$ cat src/wdt_pkg.sv
// Shared constants and carrier types for the windowed watchdog timer.
package wdt_pkg;

  // ****************************************************************
  // Clock rates and derived cycle counts
  // ****************************************************************
  localparam int unsigned CLK_SYS_FREQ_KHZ = 40000;
  localparam int unsigned OSC_FREQ_KHZ = 32;
  // System clock cycles per low-power oscillator period (1250 at 40 MHz).
  localparam int unsigned OSC_DIV_CYCLES = CLK_SYS_FREQ_KHZ / OSC_FREQ_KHZ;
  localparam int unsigned OSC_CNT_W = $clog2(OSC_DIV_CYCLES);
  localparam logic [OSC_CNT_W-1:0] OSC_CNT_LAST = OSC_CNT_W'(OSC_DIV_CYCLES - 1);
  localparam logic [OSC_CNT_W-1:0] OSC_CNT_RESET = '0;

  // ****************************************************************
  // Prescaler, postscaler and window widths
  // ****************************************************************
  localparam int unsigned PRE_W = 7;
  localparam int unsigned POST_W = 15;
  localparam int unsigned ELAPSED_W = PRE_W + POST_W;
  localparam int unsigned PERIOD_W = ELAPSED_W + 1;
  localparam logic [PRE_W-1:0] PRE_LAST_DIV32 = 7'h1f;
  localparam logic [PRE_W-1:0] PRE_LAST_DIV128 = 7'h7f;
  localparam logic [PERIOD_W-1:0] PRE_RATIO_DIV32 = 23'h000020;
  localparam logic [PERIOD_W-1:0] PRE_RATIO_DIV128 = 23'h000080;
  localparam logic [PRE_W-1:0] PRE_CNT_RESET = '0;
  localparam logic [POST_W-1:0] POST_CNT_RESET = '0;
  localparam int unsigned WIN_SHIFT = 3;

  // ****************************************************************
  // Configuration word layout
  // ****************************************************************
  localparam int unsigned CFG_POSTSCALE_LSB = 0;
  localparam int unsigned CFG_PRESCALE_BIT = 4;
  localparam int unsigned CFG_WINDOW_DISABLE_BIT = 6;
  localparam int unsigned CFG_HW_ON_BIT = 7;
  localparam int unsigned CFG_WINDOW_SELECT_LSB = 8;

  typedef struct packed {
    logic [5:0] unused_hi;       // Bits 15:10, ignored.
    logic [1:0] window_select;   // Bits 9:8.
    logic hw_watchdog_on;        // Bit 7.
    logic window_disable;        // Bit 6.
    logic unused_5;              // Bit 5, ignored.
    logic prescale_select;       // Bit 4, 1 selects divide by 128.
    logic [3:0] postscale_select; // Bits 3:0.
  } watchdog_config_word_t;

  // ****************************************************************
  // Status and control register layout
  // ****************************************************************
  localparam int unsigned STAT_W = 16;
  localparam int unsigned STAT_IDLE_BIT = 2;
  localparam int unsigned STAT_SLEEP_BIT = 3;
  localparam int unsigned STAT_TIMEOUT_BIT = 4;
  localparam int unsigned STAT_SW_ON_BIT = 5;
  localparam logic [STAT_W-1:0] STAT_RESET = 16'h0000;

  // ****************************************************************
  // Core event pulses
  // ****************************************************************
  typedef struct packed {
    logic device_reset;         // Any device reset other than power-on.
    logic clock_switch_done;    // Software or fail-safe clock switch finished.
    logic power_save_instr;     // Enter sleep or idle.
    logic power_save_idle;      // Qualifies power_save_instr: 1 idle, 0 sleep.
    logic power_save_exit;      // Another wake source ends sleep or idle.
    logic clear_watchdog_instr; // Watchdog clear instruction executed.
  } wdt_events_t;

  // ****************************************************************
  // Power state
  // ****************************************************************
  typedef enum logic [1:0] {
    PS_RUN = 2'b00,
    PS_SLEEP = 2'b01,
    PS_IDLE = 2'b10
  } power_state_t;

  // Closed part of the window in eighths of the period, per window_select.
  localparam logic [3:0] WIN_CLOSED_EIGHTHS_0 = 4'h6;
  localparam logic [3:0] WIN_CLOSED_EIGHTHS_1 = 4'h4;
  localparam logic [3:0] WIN_CLOSED_EIGHTHS_2 = 4'h2;
  localparam logic [3:0] WIN_CLOSED_EIGHTHS_3 = 4'h1;

endpackage

$ cat src/low_power_rc_osc_osc_tick.sv
// Low-power oscillator model: one tick per 32 kHz period while enabled.
`timescale 1ns/10ps
module osc_tick_gen
  import wdt_pkg::*;
(
  input wire logic clk_sys,  // System clock.
  input wire logic rst_n,    // Asynchronous reset, active low.
  input wire logic clk_en,   // Freezes all state while low.
  input wire logic osc_on,   // Oscillator runs while high.
  output logic tick          // One-cycle pulse per oscillator period.
);

  logic [OSC_CNT_W-1:0] cnt_q;
  logic [OSC_CNT_W-1:0] cnt_d;
  logic tick_q;
  logic tick_d;

  // ****************************************************************
  // Period divider
  // ****************************************************************

  // A stopped oscillator restarts its period from zero.
  always_comb
  begin
    cnt_d = cnt_q;
    tick_d = 1'b0;
    if (!osc_on)
    begin
      cnt_d = OSC_CNT_RESET;
    end
    else if (cnt_q == OSC_CNT_LAST)
    begin
      cnt_d = OSC_CNT_RESET;
      tick_d = 1'b1;
    end
    else
    begin
      cnt_d = cnt_q + 1'b1;
    end
  end

  // Registers the divider.
  always_ff @(posedge clk_sys or negedge rst_n)
  begin
    if (!rst_n)
    begin
      cnt_q <= OSC_CNT_RESET;
      tick_q <= 1'b0;
    end
    else if (clk_en)
    begin
      cnt_q <= cnt_d;
      tick_q <= tick_d;
    end
  end

  assign tick = tick_q;

endmodule // osc_tick_gen

$ cat src/windowed_watchdog_timer.sv
// Windowed watchdog timer with prescaler, postscaler and power-save wake.
`timescale 1ns/10ps

// Contract
// - Watchdog counts low-power oscillator ticks; enabling the watchdog starts the oscillator.
// - The oscillator runs at a nominal 32 kHz and sets the timeout rate.
// - Prescaler divides by 32 or 128, chosen by prescale_select.
// - Four-bit postscale_select picks sixteen postscaler ratios, 1:1 to 1:32768.
// - Any device reset clears the watchdog, prescaler and postscaler.
// - A completed clock switch clears the watchdog, prescaler and postscaler.
// - Entering sleep or idle clears the watchdog, prescaler and postscaler.
// - Leaving sleep or idle clears the watchdog, prescaler and postscaler.
// - The clear instruction in normal run clears all watchdog counts.
// - The watchdog runs in sleep and idle; its timeout wakes the core.
// - hw_watchdog_on high keeps the watchdog enabled regardless of software.
// - With hw_watchdog_on low, the watchdog runs only while sw_watchdog_on is set.
// - Every device reset clears sw_watchdog_on.
// - Timeout sets a sticky flag that only software clears.
// - window_disable low turns windowed clearing on.
module windowed_watchdog_timer
  import wdt_pkg::*;
#(
  parameter logic [3:0] WIN_CLOSED_0 = WIN_CLOSED_EIGHTHS_0, // Closed eighths, window_select 0.
  parameter logic [3:0] WIN_CLOSED_1 = WIN_CLOSED_EIGHTHS_1, // Closed eighths, window_select 1.
  parameter logic [3:0] WIN_CLOSED_2 = WIN_CLOSED_EIGHTHS_2, // Closed eighths, window_select 2.
  parameter logic [3:0] WIN_CLOSED_3 = WIN_CLOSED_EIGHTHS_3  // Closed eighths, window_select 3.
)
(
  input wire logic clk_sys,                          // System clock, 40 MHz.
  input wire logic rst_n,                            // Power-on reset, asynchronous, active low.
  input wire logic clk_en,                           // Freezes all state while low.
  input wire watchdog_config_word_t watchdog_config_word, // Configuration word.
  input wire wdt_events_t events,                    // Core event pulses.
  input wire logic status_wr,                        // Software write strobe for the status register.
  input wire logic [STAT_W-1:0] status_wdata,        // Software write data.
  output logic [STAT_W-1:0] reset_control_reg,       // Status register read value.
  output logic wdt_reset_req,                        // One-cycle device reset request.
  output logic wdt_wake,                             // One-cycle wake pulse out of sleep or idle.
  output logic low_power_rc_osc_on,                  // Oscillator enable.
  output logic watchdog_running,                     // Watchdog enabled.
  output logic window_open,                          // A clear in the previous cycle would have been accepted; lags the clear check by one cycle.
  output power_state_t power_state                   // Current power state.
);

  // ****************************************************************
  // Declarations
  // ****************************************************************
  logic osc_tick;
  logic enabled;
  logic [PRE_W-1:0] pre_cnt_q;
  logic [PRE_W-1:0] pre_cnt_d;
  logic [POST_W-1:0] post_cnt_q;
  logic [POST_W-1:0] post_cnt_d;
  logic [PRE_W-1:0] pre_last;
  logic [POST_W-1:0] post_last;
  logic [PERIOD_W-1:0] pre_ratio;
  logic [PERIOD_W-1:0] period;
  logic [PERIOD_W-1:0] elapsed;
  logic [PERIOD_W-1:0] closed_limit;
  logic [3:0] closed_eighths;
  logic timeout;
  logic windowed;
  logic early_clear;
  logic run_clear;
  logic wake_now;
  logic counts_clear;
  power_state_t state_q;
  power_state_t state_d;
  logic sw_on_q;
  logic sw_on_d;
  logic flag_q;
  logic flag_d;
  logic sleep_bit_q;
  logic sleep_bit_d;
  logic idle_bit_q;
  logic idle_bit_d;
  logic reset_req_q;
  logic reset_req_d;
  logic wake_q;
  logic wake_d;
  logic osc_on_q;
  logic window_open_q;
  logic window_open_d;

  // ****************************************************************
  // Enable and oscillator
  // ****************************************************************

  // Hardware enable overrides the software bit.
  assign enabled = watchdog_config_word.hw_watchdog_on | sw_on_q;

  // The oscillator runs whenever the watchdog is enabled.
  osc_tick_gen osc_tick_gen_i (
    .clk_sys (clk_sys),
    .rst_n (rst_n),
    .clk_en (clk_en),
    .osc_on (enabled),
    .tick (osc_tick)
  );

  // ****************************************************************
  // Scaler terminal counts and window limit
  // ****************************************************************

  // Terminal counts, elapsed ticks and the closed part of the window.
  always_comb
  begin
    pre_last = watchdog_config_word.prescale_select ? PRE_LAST_DIV128 : PRE_LAST_DIV32;
    pre_ratio = watchdog_config_word.prescale_select ? PRE_RATIO_DIV128 : PRE_RATIO_DIV32;
    post_last = POST_W'((17'h00001 << watchdog_config_word.postscale_select) - 17'h00001);
    period = PERIOD_W'(pre_ratio << watchdog_config_word.postscale_select);
    if (watchdog_config_word.prescale_select)
    begin
      elapsed = PERIOD_W'({post_cnt_q, pre_cnt_q});
    end
    else
    begin
      elapsed = PERIOD_W'({post_cnt_q, pre_cnt_q[4:0]});
    end
    unique case (watchdog_config_word.window_select)
      2'b00: closed_eighths = WIN_CLOSED_0;
      2'b01: closed_eighths = WIN_CLOSED_1;
      2'b10: closed_eighths = WIN_CLOSED_2;
      2'b11: closed_eighths = WIN_CLOSED_3;
    endcase
    closed_limit = PERIOD_W'((period >> WIN_SHIFT) * closed_eighths);
  end

  // ****************************************************************
  // Event decode
  // ****************************************************************

  // Timeout fires on the tick that would pass both terminal counts.
  assign timeout = enabled & osc_tick & (pre_cnt_q == pre_last) & (post_cnt_q == post_last);
  assign windowed = ~watchdog_config_word.window_disable;
  assign run_clear = events.clear_watchdog_instr & (state_q == PS_RUN) & enabled;
  assign early_clear = run_clear & windowed & (elapsed < closed_limit);
  assign wake_now = (state_q != PS_RUN) & (timeout | events.power_save_exit);

  // Every source that restarts the counts except timeout, which the scaler adds itself.
  assign counts_clear = events.device_reset
                      | events.clock_switch_done
                      | events.power_save_instr
                      | wake_now
                      | run_clear
                      | ~enabled;

  // ****************************************************************
  // Prescaler and postscaler
  // ****************************************************************

  // Counts ticks in every power state, the postscaler stepping on prescaler wrap.
  always_comb
  begin
    pre_cnt_d = pre_cnt_q;
    post_cnt_d = post_cnt_q;
    if (counts_clear || timeout)
    begin
      pre_cnt_d = PRE_CNT_RESET;
      post_cnt_d = POST_CNT_RESET;
    end
    else if (osc_tick)
    begin
      if (pre_cnt_q == pre_last)
      begin
        pre_cnt_d = PRE_CNT_RESET;
        post_cnt_d = post_cnt_q + 1'b1;
      end
      else
      begin
        pre_cnt_d = pre_cnt_q + 1'b1;
      end
    end
  end

  // Registers the scaler counts.
  always_ff @(posedge clk_sys or negedge rst_n)
  begin
    if (!rst_n)
    begin
      pre_cnt_q <= PRE_CNT_RESET;
      post_cnt_q <= POST_CNT_RESET;
    end
    else if (clk_en)
    begin
      pre_cnt_q <= pre_cnt_d;
      post_cnt_q <= post_cnt_d;
    end
  end

  // ****************************************************************
  // Power state
  // ****************************************************************

  // Tracks sleep and idle so that a timeout wakes instead of resetting.
  always_comb
  begin
    state_d = state_q;
    unique case (state_q)
      PS_RUN:
      begin
        if (events.power_save_instr)
        begin
          state_d = events.power_save_idle ? PS_IDLE : PS_SLEEP;
        end
      end
      PS_SLEEP, PS_IDLE:
      begin
        if (wake_now)
        begin
          state_d = PS_RUN;
        end
      end
      default: state_d = PS_RUN;
    endcase
    if (events.device_reset)
    begin
      state_d = PS_RUN;
    end
  end

  // Registers the power state.
  always_ff @(posedge clk_sys or negedge rst_n)
  begin
    if (!rst_n)
    begin
      state_q <= PS_RUN;
    end
    else if (clk_en)
    begin
      state_q <= state_d;
    end
  end

  // ****************************************************************
  // Status bits and outputs
  // ****************************************************************

  // Software writes first; hardware sets win over a clear in the same cycle.
  always_comb
  begin
    sw_on_d = sw_on_q;
    flag_d = flag_q;
    sleep_bit_d = sleep_bit_q;
    idle_bit_d = idle_bit_q;
    if (status_wr)
    begin
      sw_on_d = status_wdata[STAT_SW_ON_BIT];
      flag_d = status_wdata[STAT_TIMEOUT_BIT];
      sleep_bit_d = status_wdata[STAT_SLEEP_BIT];
      idle_bit_d = status_wdata[STAT_IDLE_BIT];
    end
    if (events.device_reset)
    begin
      sw_on_d = 1'b0;
    end
    if (timeout)
    begin
      flag_d = 1'b1;
    end
    if (events.power_save_instr && (state_q == PS_RUN))
    begin
      sleep_bit_d = sleep_bit_d | ~events.power_save_idle;
      idle_bit_d = idle_bit_d | events.power_save_idle;
    end
    reset_req_d = (timeout & (state_q == PS_RUN)) | early_clear;
    wake_d = timeout & (state_q != PS_RUN);
    window_open_d = enabled & (~windowed | (elapsed >= closed_limit));
  end

  // Registers status bits and the top-level outputs.
  always_ff @(posedge clk_sys or negedge rst_n)
  begin
    if (!rst_n)
    begin
      sw_on_q <= STAT_RESET[STAT_SW_ON_BIT];
      flag_q <= STAT_RESET[STAT_TIMEOUT_BIT];
      sleep_bit_q <= STAT_RESET[STAT_SLEEP_BIT];
      idle_bit_q <= STAT_RESET[STAT_IDLE_BIT];
      reset_req_q <= 1'b0;
      wake_q <= 1'b0;
      osc_on_q <= 1'b0;
      window_open_q <= 1'b0;
    end
    else if (clk_en)
    begin
      sw_on_q <= sw_on_d;
      flag_q <= flag_d;
      sleep_bit_q <= sleep_bit_d;
      idle_bit_q <= idle_bit_d;
      reset_req_q <= reset_req_d;
      wake_q <= wake_d;
      osc_on_q <= enabled;
      window_open_q <= window_open_d;
    end
  end

  // Register bits map onto the status word; other bits read as zero.
  always_comb
  begin
    reset_control_reg = STAT_RESET;
    reset_control_reg[STAT_SW_ON_BIT] = sw_on_q;
    reset_control_reg[STAT_TIMEOUT_BIT] = flag_q;
    reset_control_reg[STAT_SLEEP_BIT] = sleep_bit_q;
    reset_control_reg[STAT_IDLE_BIT] = idle_bit_q;
  end

  assign wdt_reset_req = reset_req_q;
  assign wdt_wake = wake_q;
  assign low_power_rc_osc_on = osc_on_q;
  assign watchdog_running = osc_on_q;
  assign window_open = window_open_q;
  assign power_state = state_q;

endmodule // windowed_watchdog_timer

$ cat config.mk
export PLATFORM = sky130hd
export DESIGN_NAME = windowed_watchdog_timer
export DESIGN_NICKNAME = d
export VERILOG_FILES = /design/src/wdt_pkg.sv /design/src/low_power_rc_osc_osc_tick.sv /design/src/windowed_watchdog_timer.sv
export SDC_FILE = /design/constraint.sdc
export NUM_CORES = 1
export LEC_CHECK = 0
export ABC_CLOCK_PERIOD_IN_PS = 2200
export BUFFER_PORTS_ARGS = -buffer_cell sky130_fd_sc_hd__buf_2
export CAP_MARGIN = 20
export CELL_PAD_IN_SITES_DETAIL_PLACEMENT = 0
export CELL_PAD_IN_SITES_GLOBAL_PLACEMENT = 1
export CORE_ASPECT_RATIO = 1.5
export CORE_MARGIN = 2
export CORE_UTILIZATION = 40
export CTS_CLUSTER_DIAMETER = 30
export DETAILED_ROUTE_END_ITERATION = 16
export PLACE_DENSITY_LB_ADDON = 0.05
export SYNTH_ARGS = -nofsm -noshare
export SYNTH_HDL_FRONTEND = slang
export SYNTH_SLANG_ARGS = --single-unit
$ cat constraint.sdc
create_clock -name clk_sys -period 2.2 [get_ports clk_sys]
set_input_delay 0.22 -clock clk_sys [delete_from_list [all_inputs] [get_ports clk_sys]]
set_output_delay 0.22 -clock clk_sys [all_outputs]
set_load 0.01 [all_outputs]
==> impl_metrics.json, run 1 <==
{
  "yosys-top-cells-area": "dfrtp_1 (20%), ha_1 (15%), fa_1 (5.8%)",
  "final_layout_size_suffix_gt1_share_pct": 36.3,
  "max_freq_mhz": 214,
  "pin_count": 65,
  "dr.pass1.iters": 5,
  "p_leak_uw": 0.00380,
  "yosys.area.top_type": "dfrtp_1",
  "syn2layout_area_growth_pct": 42.6,
  "crit_family": "compound AO/OA/AOI/OAI gates",
  "dpl_cell_area_sq_mm": 0.00685,
  "final_hold_viol_count": 0,
  "cts_root_buffer": "clkbuf_16",
  "syn_avg_cell_area_sq_um": 7.75,
  "die_area_sq_mm": 0.0149,
  "row_count": 52,
  "antennaDiodeCount": 0,
  "violations": "negative setup slack",
  "cts.sinks": 44,
  "r2r_end": "window_open$_DFFE_PN0P_",
  "synth_common_cells": "inv_1 (82), nor2_1 (75), ha_1 (66)",
  "cp_num_buf_inv": 1,
  "whs_endpoint": "sw_on_q$_DFFE_PN0P_",
  "clock_skew_ns": 0.00564,
  "crit_type": "in -> reg",
  "clock_latency_ns": 0.29,
  "grt_usage_pct": 23.5,
  "gp_congestion": 0.824,
  "die_h_um": 148,
  "reg2reg_depth": 10,
  "rsz0062_at_grt": "yes",
  "ir_worst_vdd_uv": 689,
  "hold_start": "events[5]",
  "setup_viol_count_final": 24,
  "regToRegSetupSlack_ns": -0.39,
  "drt_wl_total_um": 16700,
  "holdPathStages": 2,
  "report.final.slew_viol_count": 0,
  "syn-cell-area_sq_mm": 0.00556,
  "synth-async-reset-ratio_pct": 100,
  "grt_start_max_net_pins": 45,
  "slowest_delay_ns": 0.52,
  "synth_ff_type": "dfrtp_1",
  "yosys_warnings": 0,
  "fp.coreArea_sq_mm": 0.0135,
  "drtIter0Drc": 110,
  "first_global_vias": 5834,
  "synth_top_area_share_pct": 19.8,
  "route.vias.total": 5509,
  "dp_hpwl_um": 13000,
  "finalPower_uw": 2650,
  "syn_inst": 718,
  "drc": 0,
  "hp-class": "in -> reg",
  "wl_per_cell_um": 16.2,
  "yosys_register_bits": 44,
  "drtAntennaViolNets": 0,
  "overflow": 0,
  "crit_required_ns": 2.37,
  "drv_cap": 0,
  "synth_edf_count": 0,
  "cts_buffer_depth": 2,
  "port_buffers": 33,
  "h-tree-depth": 2,
  "cts_made_buffers": 5,
  "crit_arrival_ns": 4.85,
  "antenna_found_initial": 0,
  "die_x_um": 100,
  "finalCriticalPeriod_ns": 4.68,
  "fin_area_sq_mm": 0.00793,
  "whs_ns": 0.152,
  "fin_nets": 996,
  "cts_tree": "yes",
  "fin_crit_sh_pct": 213,
  "crit_path_end_kind": "flip-flop",
  "synth_most_common_cell": "inv_1",
  "start_util_pct": 41.1,
  "crit_path_top_delay_cell": "or4_1",
  "start_kind": "input port",
  "path_clk_slew_ns": 0.06,
  "layout_setup_ws_ns": -2.48,
  "synth-seq-area-share_pct": 19.8,
  "drt-vias-per-instance": 5.32,
  "crit_path_max_fanout": 6,
  "grt_pass1_wl_um": 28000,
  "p_per_area_mw_per_mm2": 334,
  "synth_cell_types": 64,
  "outcome": "complete, but fails checks",
  "crit_chain": "buf_12 -> xor2_2 -> and2_4 -> nand2_4 -> nor2_4 -> ha_4 -> fa_2 -> fa_2 -> a211oi_4 -> nor2_2 -> o21a_1 -> o21a_2 -> o21ai_1 -> nand2b_1 -> xnor2_2 -> ha_1 -> a211oi_2 -> o21bai_1 -> a21oi_2 -> nor3_2 -> or4_1 -> a21oi_2 -> o22ai_2",
  "r2r_start": "post_cnt_q[8]$_DFFE_PN0P_"
}
[final cells by class]
| cell class | instances | area, sq um |
|---|---|---|
| fill | 1274 | 5600 |
| multi-input combinational | 549 | 4570 |
| timing repair buffer | 190 | 1580 |
| sequential | 44 | 1100 |
| inverter | 82 | 308 |
| tap | 162 | 203 |
| clock buffer | 6 | 139 |
| clock inverter | 2 | 38.8 |
[cells in the final DEF (no fill, tap or decap), types with 4 or more instances in the layout]
master     count
a21o_1         7
a21oi_1       20
a21oi_2        7
a31oi_1        4
and2_1         5
and3_1        10
buf_12        10
buf_2         28
buf_4        138
buf_6          9
clkbuf_16      5
conb_1        12
dfrtp_1       44
fa_1          14
ha_1          52
ha_4          11
inv_1         76
inv_2          6
mux2_2        13
mux2i_1        6
nand2_1       46
nand2_2        6
nand2_4        5
nand2b_1      10
nand3_1       31
nand4_1       16
nor2_1        66
nor2_2         6
nor2_4         4
nor3_1         7
nor4_1         5
o21a_1         6
o21ai_0       36
o21ai_2        4
o22ai_1        9
o31ai_1        5
or2_2          4
xnor2_1       14
xor2_1        18
[registers in the layout (all words and copies together), names as in the netlist]
signal                cells
flag_q                    1
osc_tick_gen_i.cnt_q     11
osc_tick_gen_i.tick       1
pre_cnt_q                 7
sw_on_q                   1
sleep_bit_q               1
post_cnt_q               15
wdt_wake                  1
low_power_rc_osc_on       1
wdt_reset_req             1
power_state               2
window_open               1
idle_bit_q                1
[worst max path at each step]
stage	end	slack (ns)	depth (start not counted)	start
floorplan	window_open$_DFFE_PN0P_	-2.58	25	watchdog_config_word[1]
global placement	window_open$_DFFE_PN0P_	-2.84	27	watchdog_config_word[1]
detailed placement	window_open$_DFFE_PN0P_	-2.92	27	watchdog_config_word[1]
CTS	window_open$_DFFE_PN0P_	-2.37	23	watchdog_config_word[2]
global route	window_open$_DFFE_PN0P_	-2.63	23	watchdog_config_word[4]
finish	window_open$_DFFE_PN0P_	-2.48	23	watchdog_config_word[4]
[worst reg2reg max path: cells and delay by family, from the launching register on]
family / cells / cell delay (ns)
AOI/OAI and AO/OA: 5 / 0.76
adders and majority gates: 1 / 0.31
buffers and inverters: 1 / 0.16
muxes: 1 / 0.27
DFF: 1 / 0.40
and+or+nand+nor: 2 / 0.58
[kinds of logic (layout without fill, tap and decap cells)]
group / count (synthesis) / count (layout) / share of synthesized area (%)
xor gates and xnor gates: 38 / 38 / 5.98
DFF: 44 / 44 / 19.8
and+or+nand+nor: 260 / 260 / 23.1
AOI/OAI and AO/OA: 137 / 137 / 16.0
other: 1 / 12 / 0.0674
adders and majority gates: 82 / 82 / 20.6
muxes: 20 / 20 / 3.91
buffers and inverters: 136 / 280 / 10.5
[report_power, final]
| part | internal [uW] | switching [uW] | leakage [uW] |
|---|---|---|---|
| Combinational | 405 | 457 | 0.00312 |
| Clock | 569 | 336 | 0.0000871 |
| Sequential | 853 | 32.3 | 0.000597 |
[layer usage]
metal	up-vias	global-route usage [%]	share of wire, %	routed length [um]
met2	70	47.4	58	9670
li1	2755	-	-	-
met4	0	8.77	2.7	453
met1	2663	24.7	38	6380
met5	-	0	0	0
met3	21	1.17	1.3	219
[metrics by stage]
stage / utilization, % / setup TNS (ns) / std cells / worst slack, ns
floorplan: - / -16.01 / 729 / -2.58
CTS: 57.6 / -9.70 / 1029 / -2.37
global placement: 50.6 / -24.38 / 1004 / -2.84
detailed placement: 50.6 / -24.24 / 1004 / -2.92
global route: 58.6 / -11.55 / 1035 / -2.63
finish: 58.6 / -9.27 / 1035 / -2.48
[repair_timing]
| action | in CTS | in global routing |
|---|---|---|
| hold buffers | 1 | 0 |
| setup endpoints to repair | 24 | 24 |
| hold endpoints to repair | 44 | 0 |
| pin swaps | 50 | 32 |
| setup buffers | 17 | 9 |
| gates cloned | 2 | 0 |
| resized for setup | 131 | 27 |
No activity file was read; power rests on OpenSTA's default activity.
==> run 2, diff against run 1 <==
==> constraint.sdc (replaced) <==
create_clock -name clk_sys -period 2.2 [get_ports clk_sys]
set_input_delay 0.44 -clock clk_sys [delete_from_list [all_inputs] [get_ports clk_sys]]
set_output_delay 0.44 -clock clk_sys [all_outputs]
set_load 0.01 [all_outputs]
==> run 2 against run 1 <==
The run still ends with negative setup slack left. Worst hold slack worse by 0.027 ns. Utilization is 1.6 points lower. Final cell count shrank 0.68%. First-iteration DRC count rose by 28%. Cell area decreased by 2.6%. Global-route usage down 0.97 points. Sequential share of layout area up 0.38 points. Power fell by 0.38%. Clock skew fell by 0.00087 ns. Worst setup slack got worse by 0.14 ns. Clock power up 1%. Sequential cell count unchanged. Critical path type unchanged. Critical endpoint unchanged. Highest routed layer unchanged.
==> impl_metrics.json, run 2 (synthesis gave the netlist of run 1 again) <==
{
  "h-tree-depth": 2,
  "finalCriticalPeriod_ns": 4.82,
  "start_kind": "input port",
  "drtIter0Drc": 141,
  "wl_met3_um": 221,
  "slowest_delay_ns": 0.53,
  "r2r_end": "window_open$_DFFE_PN0P_",
  "instances_no_fill": 1028,
  "violations": "negative setup slack",
  "crit_arrival_ns": 4.99,
  "syn2layout_area_growth_pct": 38.8,
  "gp_congestion": 0.864,
  "p_per_area_mw_per_mm2": 342,
  "largestRegisters": "post_cnt_q (15), osc_tick_gen_i.cnt_q (11), pre_cnt_q (7)",
  "cts_tree": "yes",
  "final_cell_mix": "buf_4 (130), inv_1 (79), nor2_1 (66)",
  "largest-register": "post_cnt_q",
  "relSlewSlack_pct": 64.9,
  "cts_buffer_depth": 2,
  "cts_root_buffer": "clkbuf_16",
  "max_freq_mhz": 208,
  "largest_reg_flops": 15,
  "die_h_um": 148,
  "start_util_pct": 41.1,
  "ctsHoldBuffers": 0,
  "pin_count": 65,
  "p_leak_uw": 0.00376,
  "hp-class": "in -> async",
  "grt_usage_pct": 22.5,
  "setup-tns-final_ns": -18.82,
  "crit_path_max_fanout": 7,
  "outcome": "complete, but fails checks",
  "first_global_vias": 5678,
  "drv_cap": 0,
  "crit_type": "in -> reg",
  "setup_viol_count_final": 24,
  "final_common_cell": "buf_4",
  "wl_met1_um": 6270,
  "rsz0062_at_grt": "yes",
  "crit_family": "compound AO/OA/AOI/OAI gates",
  "die_area_sq_mm": 0.0149,
  "fin_crit_sh_pct": 219,
  "crit_path_end_kind": "flip-flop",
  "antenna_found_initial": 0,
  "wl_per_cell_um": 16.0,
  "final_hold_viol_count": 0,
  "final_util_pct": 57.1,
  "overflow": 0,
  "layout_setup_ws_ns": -2.62,
  "port_buffers": 33,
  "final_layout_size_suffix_gt1_share_pct": 33.8,
  "cts_made_buffers": 5,
  "die_x_um": 100,
  "clock_skew_ns": 0.00478,
  "row_count": 52,
  "drt_wl_total_um": 16400,
  "route.met2.wl_um": 9530,
  "cp_num_buf_inv": 2,
  "ir_worst_vdd_uv": 492,
  "dr.pass1.iters": 4,
  "regArea_sq_mm": 0.00110,
  "path_clk_slew_ns": 0.07,
  "fin_area_sq_mm": 0.00772,
  "tightest_slew_ns": 0.513,
  "dpl_cell_area_sq_mm": 0.00683,
  "crit_chain": "buf_12 -> nor3_4 -> buf_6 -> nand2_4 -> nor2_2 -> ha_1 -> fa_1 -> fa_2 -> a211oi_4 -> nor2_2 -> o21a_1 -> o21a_1 -> a41oi_2 -> nor3_2 -> o311ai_2 -> ha_1 -> nand2_1 -> o21ai_1 -> a21oi_1 -> nor2b_1 -> or4_1 -> a21oi_2 -> o22ai_1",
  "drtAntennaViolNets": 0,
  "fp.coreArea_sq_mm": 0.0135,
  "reg2reg_depth": 9,
  "crit_path_top_delay_cell": "or4_1",
  "clock_latency_ns": 0.29,
  "multi_input_area_sq_mm": 0.00442,
  "route.vias.total": 5494,
  "antennaDiodeCount": 0,
  "grt_start_max_net_pins": 25,
  "crit_required_ns": 2.37,
  "report.final.slew_viol_count": 0,
  "top_layer_used": "met4",
  "grt_pass1_wl_um": 27000,
  "whs_ns": 0.125,
  "cts.sinks": 44,
  "fin_nets": 989,
  "drt-vias-per-instance": 5.34,
  "r2r_start": "post_cnt_q[0]$_DFFE_PN0P_",
  "fill_cells": 1309,
  "drc": 0,
  "regToRegSetupSlack_ns": -0.31,
  "dpl.cell_count": 1001,
  "dp_hpwl_um": 13000
}
-- run 2: cell count changes in the layout (fill, tap and decap cells not counted), moves of 2 or more --
cell / previous run / this run
buf_4: 138 / 130
buf_6: 9 / 12
ha_1: 52 / 56
ha_4: 11 / 7
inv_1: 76 / 79
inv_2: 6 / 3
nand2_1: 46 / 50
nand2_2: 6 / 4
nand2_4: 5 / 3
nor3_1: 7 / 9
o21ai_0: 36 / 32
o21ai_1: 2 / 7
xnor2_2: 2 / 4
xnor2_4: 2 / 0
-- run 2: metal layers --
layer  track usage (%)  vias to the layer above
li1                  -                     2732
met2              44.9                       71
met1              24.3                     2667
met5                 0                        -
met3              1.08                       24
met4              8.29                        0
-- run 2: final cells by class --
class	instances	share of cell area, %
clock buffers	6	1.80
clock inverters	2	0.502
inverters	82	3.99
multi-input cells	549	57.2
flip-flops and latches	44	14.3
well taps	162	2.62
repair buffers	183	19.6
-- run 2: per-stage QoR --
stage	total power, uW	setup WS, ns
floorplan	1360	-2.80
global placement	1600	-2.98
detailed placement	1620	-3.00
CTS	2630	-2.62
global route	2790	-2.88
finish	2640	-2.62
-- run 2: how the worst max path moves through the flow --
| stage | from | endpoint | slack, ns | cells past startpoint |
|---|---|---|---|---|
| floorplan | watchdog_config_word[1] | window_open$_DFFE_PN0P_ | -2.80 | 25 |
| global placement | watchdog_config_word[1] | window_open$_DFFE_PN0P_ | -2.98 | 24 |
| detailed placement | watchdog_config_word[1] | window_open$_DFFE_PN0P_ | -3.00 | 24 |
| CTS | watchdog_config_word[4] | window_open$_DFFE_PN0P_ | -2.62 | 26 |
| global route | watchdog_config_word[2] | window_open$_DFFE_PN0P_ | -2.88 | 27 |
| finish | watchdog_config_word[2] | window_open$_DFFE_PN0P_ | -2.62 | 23 |
-- run 2: where the power goes --
group          switching, uW  internal, uW  total, uW
sequential              31.7           853        885
combinational            449           394        843
clock                    346           570        915
total                    826          1820       2640
-- run 2: timing repair --
action	in CTS	in global routing
gates resized for setup	68	59
cloned	2	0
setup endpoints to repair	24	25
buffers inserted	11	8
pin swaps	16	49
-- run 2: worst register-to-register path: stages (launching register included) --
cell     delay, ns
dfrtp_1       0.42
mux2_2        0.29
ha_1          0.29
o21ai_0       0.07
a21oi_1       0.06
o21ai_0       0.35
a31oi_1       0.14
or4_1         0.42
a21oi_2       0.23
o22ai_1       0.11
==> run 3, diff against run 2 <==
- SKIP_LAST_GASP: not set -> 1
==> run 3 against run 2 <==
The run still ends with negative setup slack left. Sequential power is essentially flat. Critical path depth grew 4. Register-to-register slack is essentially flat. Die area is the same. Routed wire length grew 0.20%. Via count is the same. Sequential cell count is the same. Power grew 0.36%. First-iteration DRC count grew 14%. Highest routed layer unchanged.
==> impl_metrics.json, run 3 (synthesis gave the netlist of run 1 again) <==
{
  "outcome": "complete, but fails checks",
  "violations": "negative setup slack",
  "row_count": 52,
  "clock_latency_ns": 0.29,
  "die_h_um": 148,
  "report.final.slew_viol_count": 0,
  "p_int_uw": 1820,
  "tightest_slew_ns": 0.546,
  "hp-class": "in -> async",
  "cts_root_buffer": "clkbuf_16",
  "final_layout_size_suffix_gt1_share_pct": 35.2,
  "largestRegisters": "post_cnt_q (15), osc_tick_gen_i.cnt_q (11), pre_cnt_q (7)",
  "max_freq_mhz": 208,
  "grt_pass1_wl_um": 26900,
  "largest-register": "post_cnt_q",
  "crit_path_max_fanout": 7,
  "rsz0062_at_grt": "yes",
  "final_cell_mix": "buf_4 (135), inv_1 (79), ha_1 (56)",
  "whs_ns": 0.124,
  "setup-tns-final_ns": -18.37,
  "crit_required_ns": 2.37,
  "dp_hpwl_um": 13000,
  "slowest_delay_ns": 0.54,
  "switching_power_uw": 835,
  "die_x_um": 100,
  "gp_congestion": 0.864,
  "setup_viol_count_final": 24,
  "switching_share_pct": 31.5,
  "drt_wl_total_um": 16400,
  "die_area_sq_mm": 0.0149,
  "crit_path_end_kind": "flip-flop",
  "antenna_found_initial": 0,
  "drt-vias-per-instance": 5.33,
  "path_clk_slew_ns": 0.07,
  "fin_crit_sh_pct": 219,
  "sequentialPowerShare_pct": 33.3,
  "wl_per_cell_um": 15.9,
  "regToRegSetupSlack_ns": -0.31,
  "relSlewSlack_pct": 63.6,
  "finalPower_uw": 2650,
  "drtIter0Drc": 161,
  "pin_count": 65,
  "p_per_area_mw_per_mm2": 341,
  "cts.sinks": 44,
  "post-place-ws_ns": -3.00,
  "dr.pass1.iters": 4,
  "port_buffers": 33,
  "drc": 0,
  "cts_buffer_depth": 2,
  "crit_path_top_delay_cell": "fa_1",
  "grt_usage_pct": 22.5,
  "h-tree-depth": 2,
  "fp.coreArea_sq_mm": 0.0135,
  "p_comb_share_pct": 32.0,
  "layout_setup_ws_ns": -2.62,
  "cts_made_buffers": 5,
  "ir_worst_vdd_uv": 494,
  "grt_start_max_net_pins": 25,
  "first_global_vias": 5671,
  "largest_reg_flops": 15,
  "finalCriticalPeriod_ns": 4.82,
  "drtAntennaViolNets": 0,
  "overflow": 0,
  "start_util_pct": 41.1,
  "p_leak_uw": 0.00374,
  "cts_tree": "yes",
  "crit_type": "in -> reg",
  "final_common_cell": "buf_4",
  "reg2reg_depth": 9,
  "drv_cap": 0,
  "route.vias.total": 5494,
  "clock_skew_ns": 0.00476,
  "r2r_end": "window_open$_DFFE_PN0P_",
  "crit_top_cell": "a21oi_2",
  "antennaDiodeCount": 0,
  "r2r_start": "post_cnt_q[0]$_DFFE_PN0P_",
  "syn2layout_area_growth_pct": 39.9,
  "pwr-share-clk_pct": 34.6,
  "fill_cells": 1303,
  "crit_arrival_ns": 4.99,
  "final_hold_viol_count": 0,
  "start_kind": "input port",
  "fin_nets": 992
}
==> run 3: power by group through the flow <==
stage | clock [uW] | sequential (uW) | combinational (uW)
after global placement | 0 | 896 | 704
after floorplan | 0 | 904 | 456
after CTS | 938 | 885 | 805
final | 919 | 885 | 849
after global routing | 969 | 890 | 937
after detailed placement | 0 | 898 | 718
==> run 3: routing by layer <==
layer  track usage (%)  wire (um)  share of wire (%)
met1              24.3       6340                 39
met4              8.22        418                2.5
met2              44.8       9470                 58
met5                 0          0                  0
met3              1.08        209                1.3
==> run 3: critical path: cells and delay by family <==
family,cells,cell delay (ns)
buffers and inverters,4,0.38
and+or+nand+nor,6,1.05
xor gates and xnor gates,1,0.21
adders and majority gates,4,1.20
AOI/OAI and AO/OA,12,1.70
==> run 3: worst max path at each step <==
stage	from	end	slack [ns]
2_1_floorplan	watchdog_config_word[1]	window_open$_DFFE_PN0P_	-2.80
3_3_place_gp	watchdog_config_word[1]	window_open$_DFFE_PN0P_	-2.98
3_5_place_dp	watchdog_config_word[1]	window_open$_DFFE_PN0P_	-3.00
4_1_cts	watchdog_config_word[4]	window_open$_DFFE_PN0P_	-2.62
5_1_grt	watchdog_config_word[2]	window_open$_DFFE_PN0P_	-2.87
6_report	watchdog_config_word[2]	window_open$_DFFE_PN0P_	-2.62
==> run 3: per-stage QoR <==
| stage | utilization [%] | std cells | instance area (sq um) |
|---|---|---|---|
| after floorplan | - | 729 | 5760 |
| after global placement | 50.4 | 1001 | 6830 |
| after detailed placement | 50.4 | 1001 | 6830 |
| after CTS | 54.9 | 1022 | 7440 |
| after global routing | 57.5 | 1031 | 7790 |
| final | 57.5 | 1031 | 7790 |
==> run 3: what timing repair did <==
action / CTS / global route
pin swaps: 16 / 66
gates resized for setup: 65 / 76
gates cloned: 2 / 0
hold endpoints to repair: 0 / 0
setup endpoints to repair: 24 / 25
hold buffers: 0 / 0
setup buffers: 11 / 11
==> run 3: final cells by class <==
class	count	area [sq um]	share of cell area, %
Clock buffer	6	139	1.78
Clock inverter	2	38.8	0.498
Inverter	82	308	3.95
Multi-Input combinational cell	549	4460	57.3
Sequential cell	44	1100	14.1
Tap cell	162	203	2.60
Timing Repair Buffer	186	1530	19.7
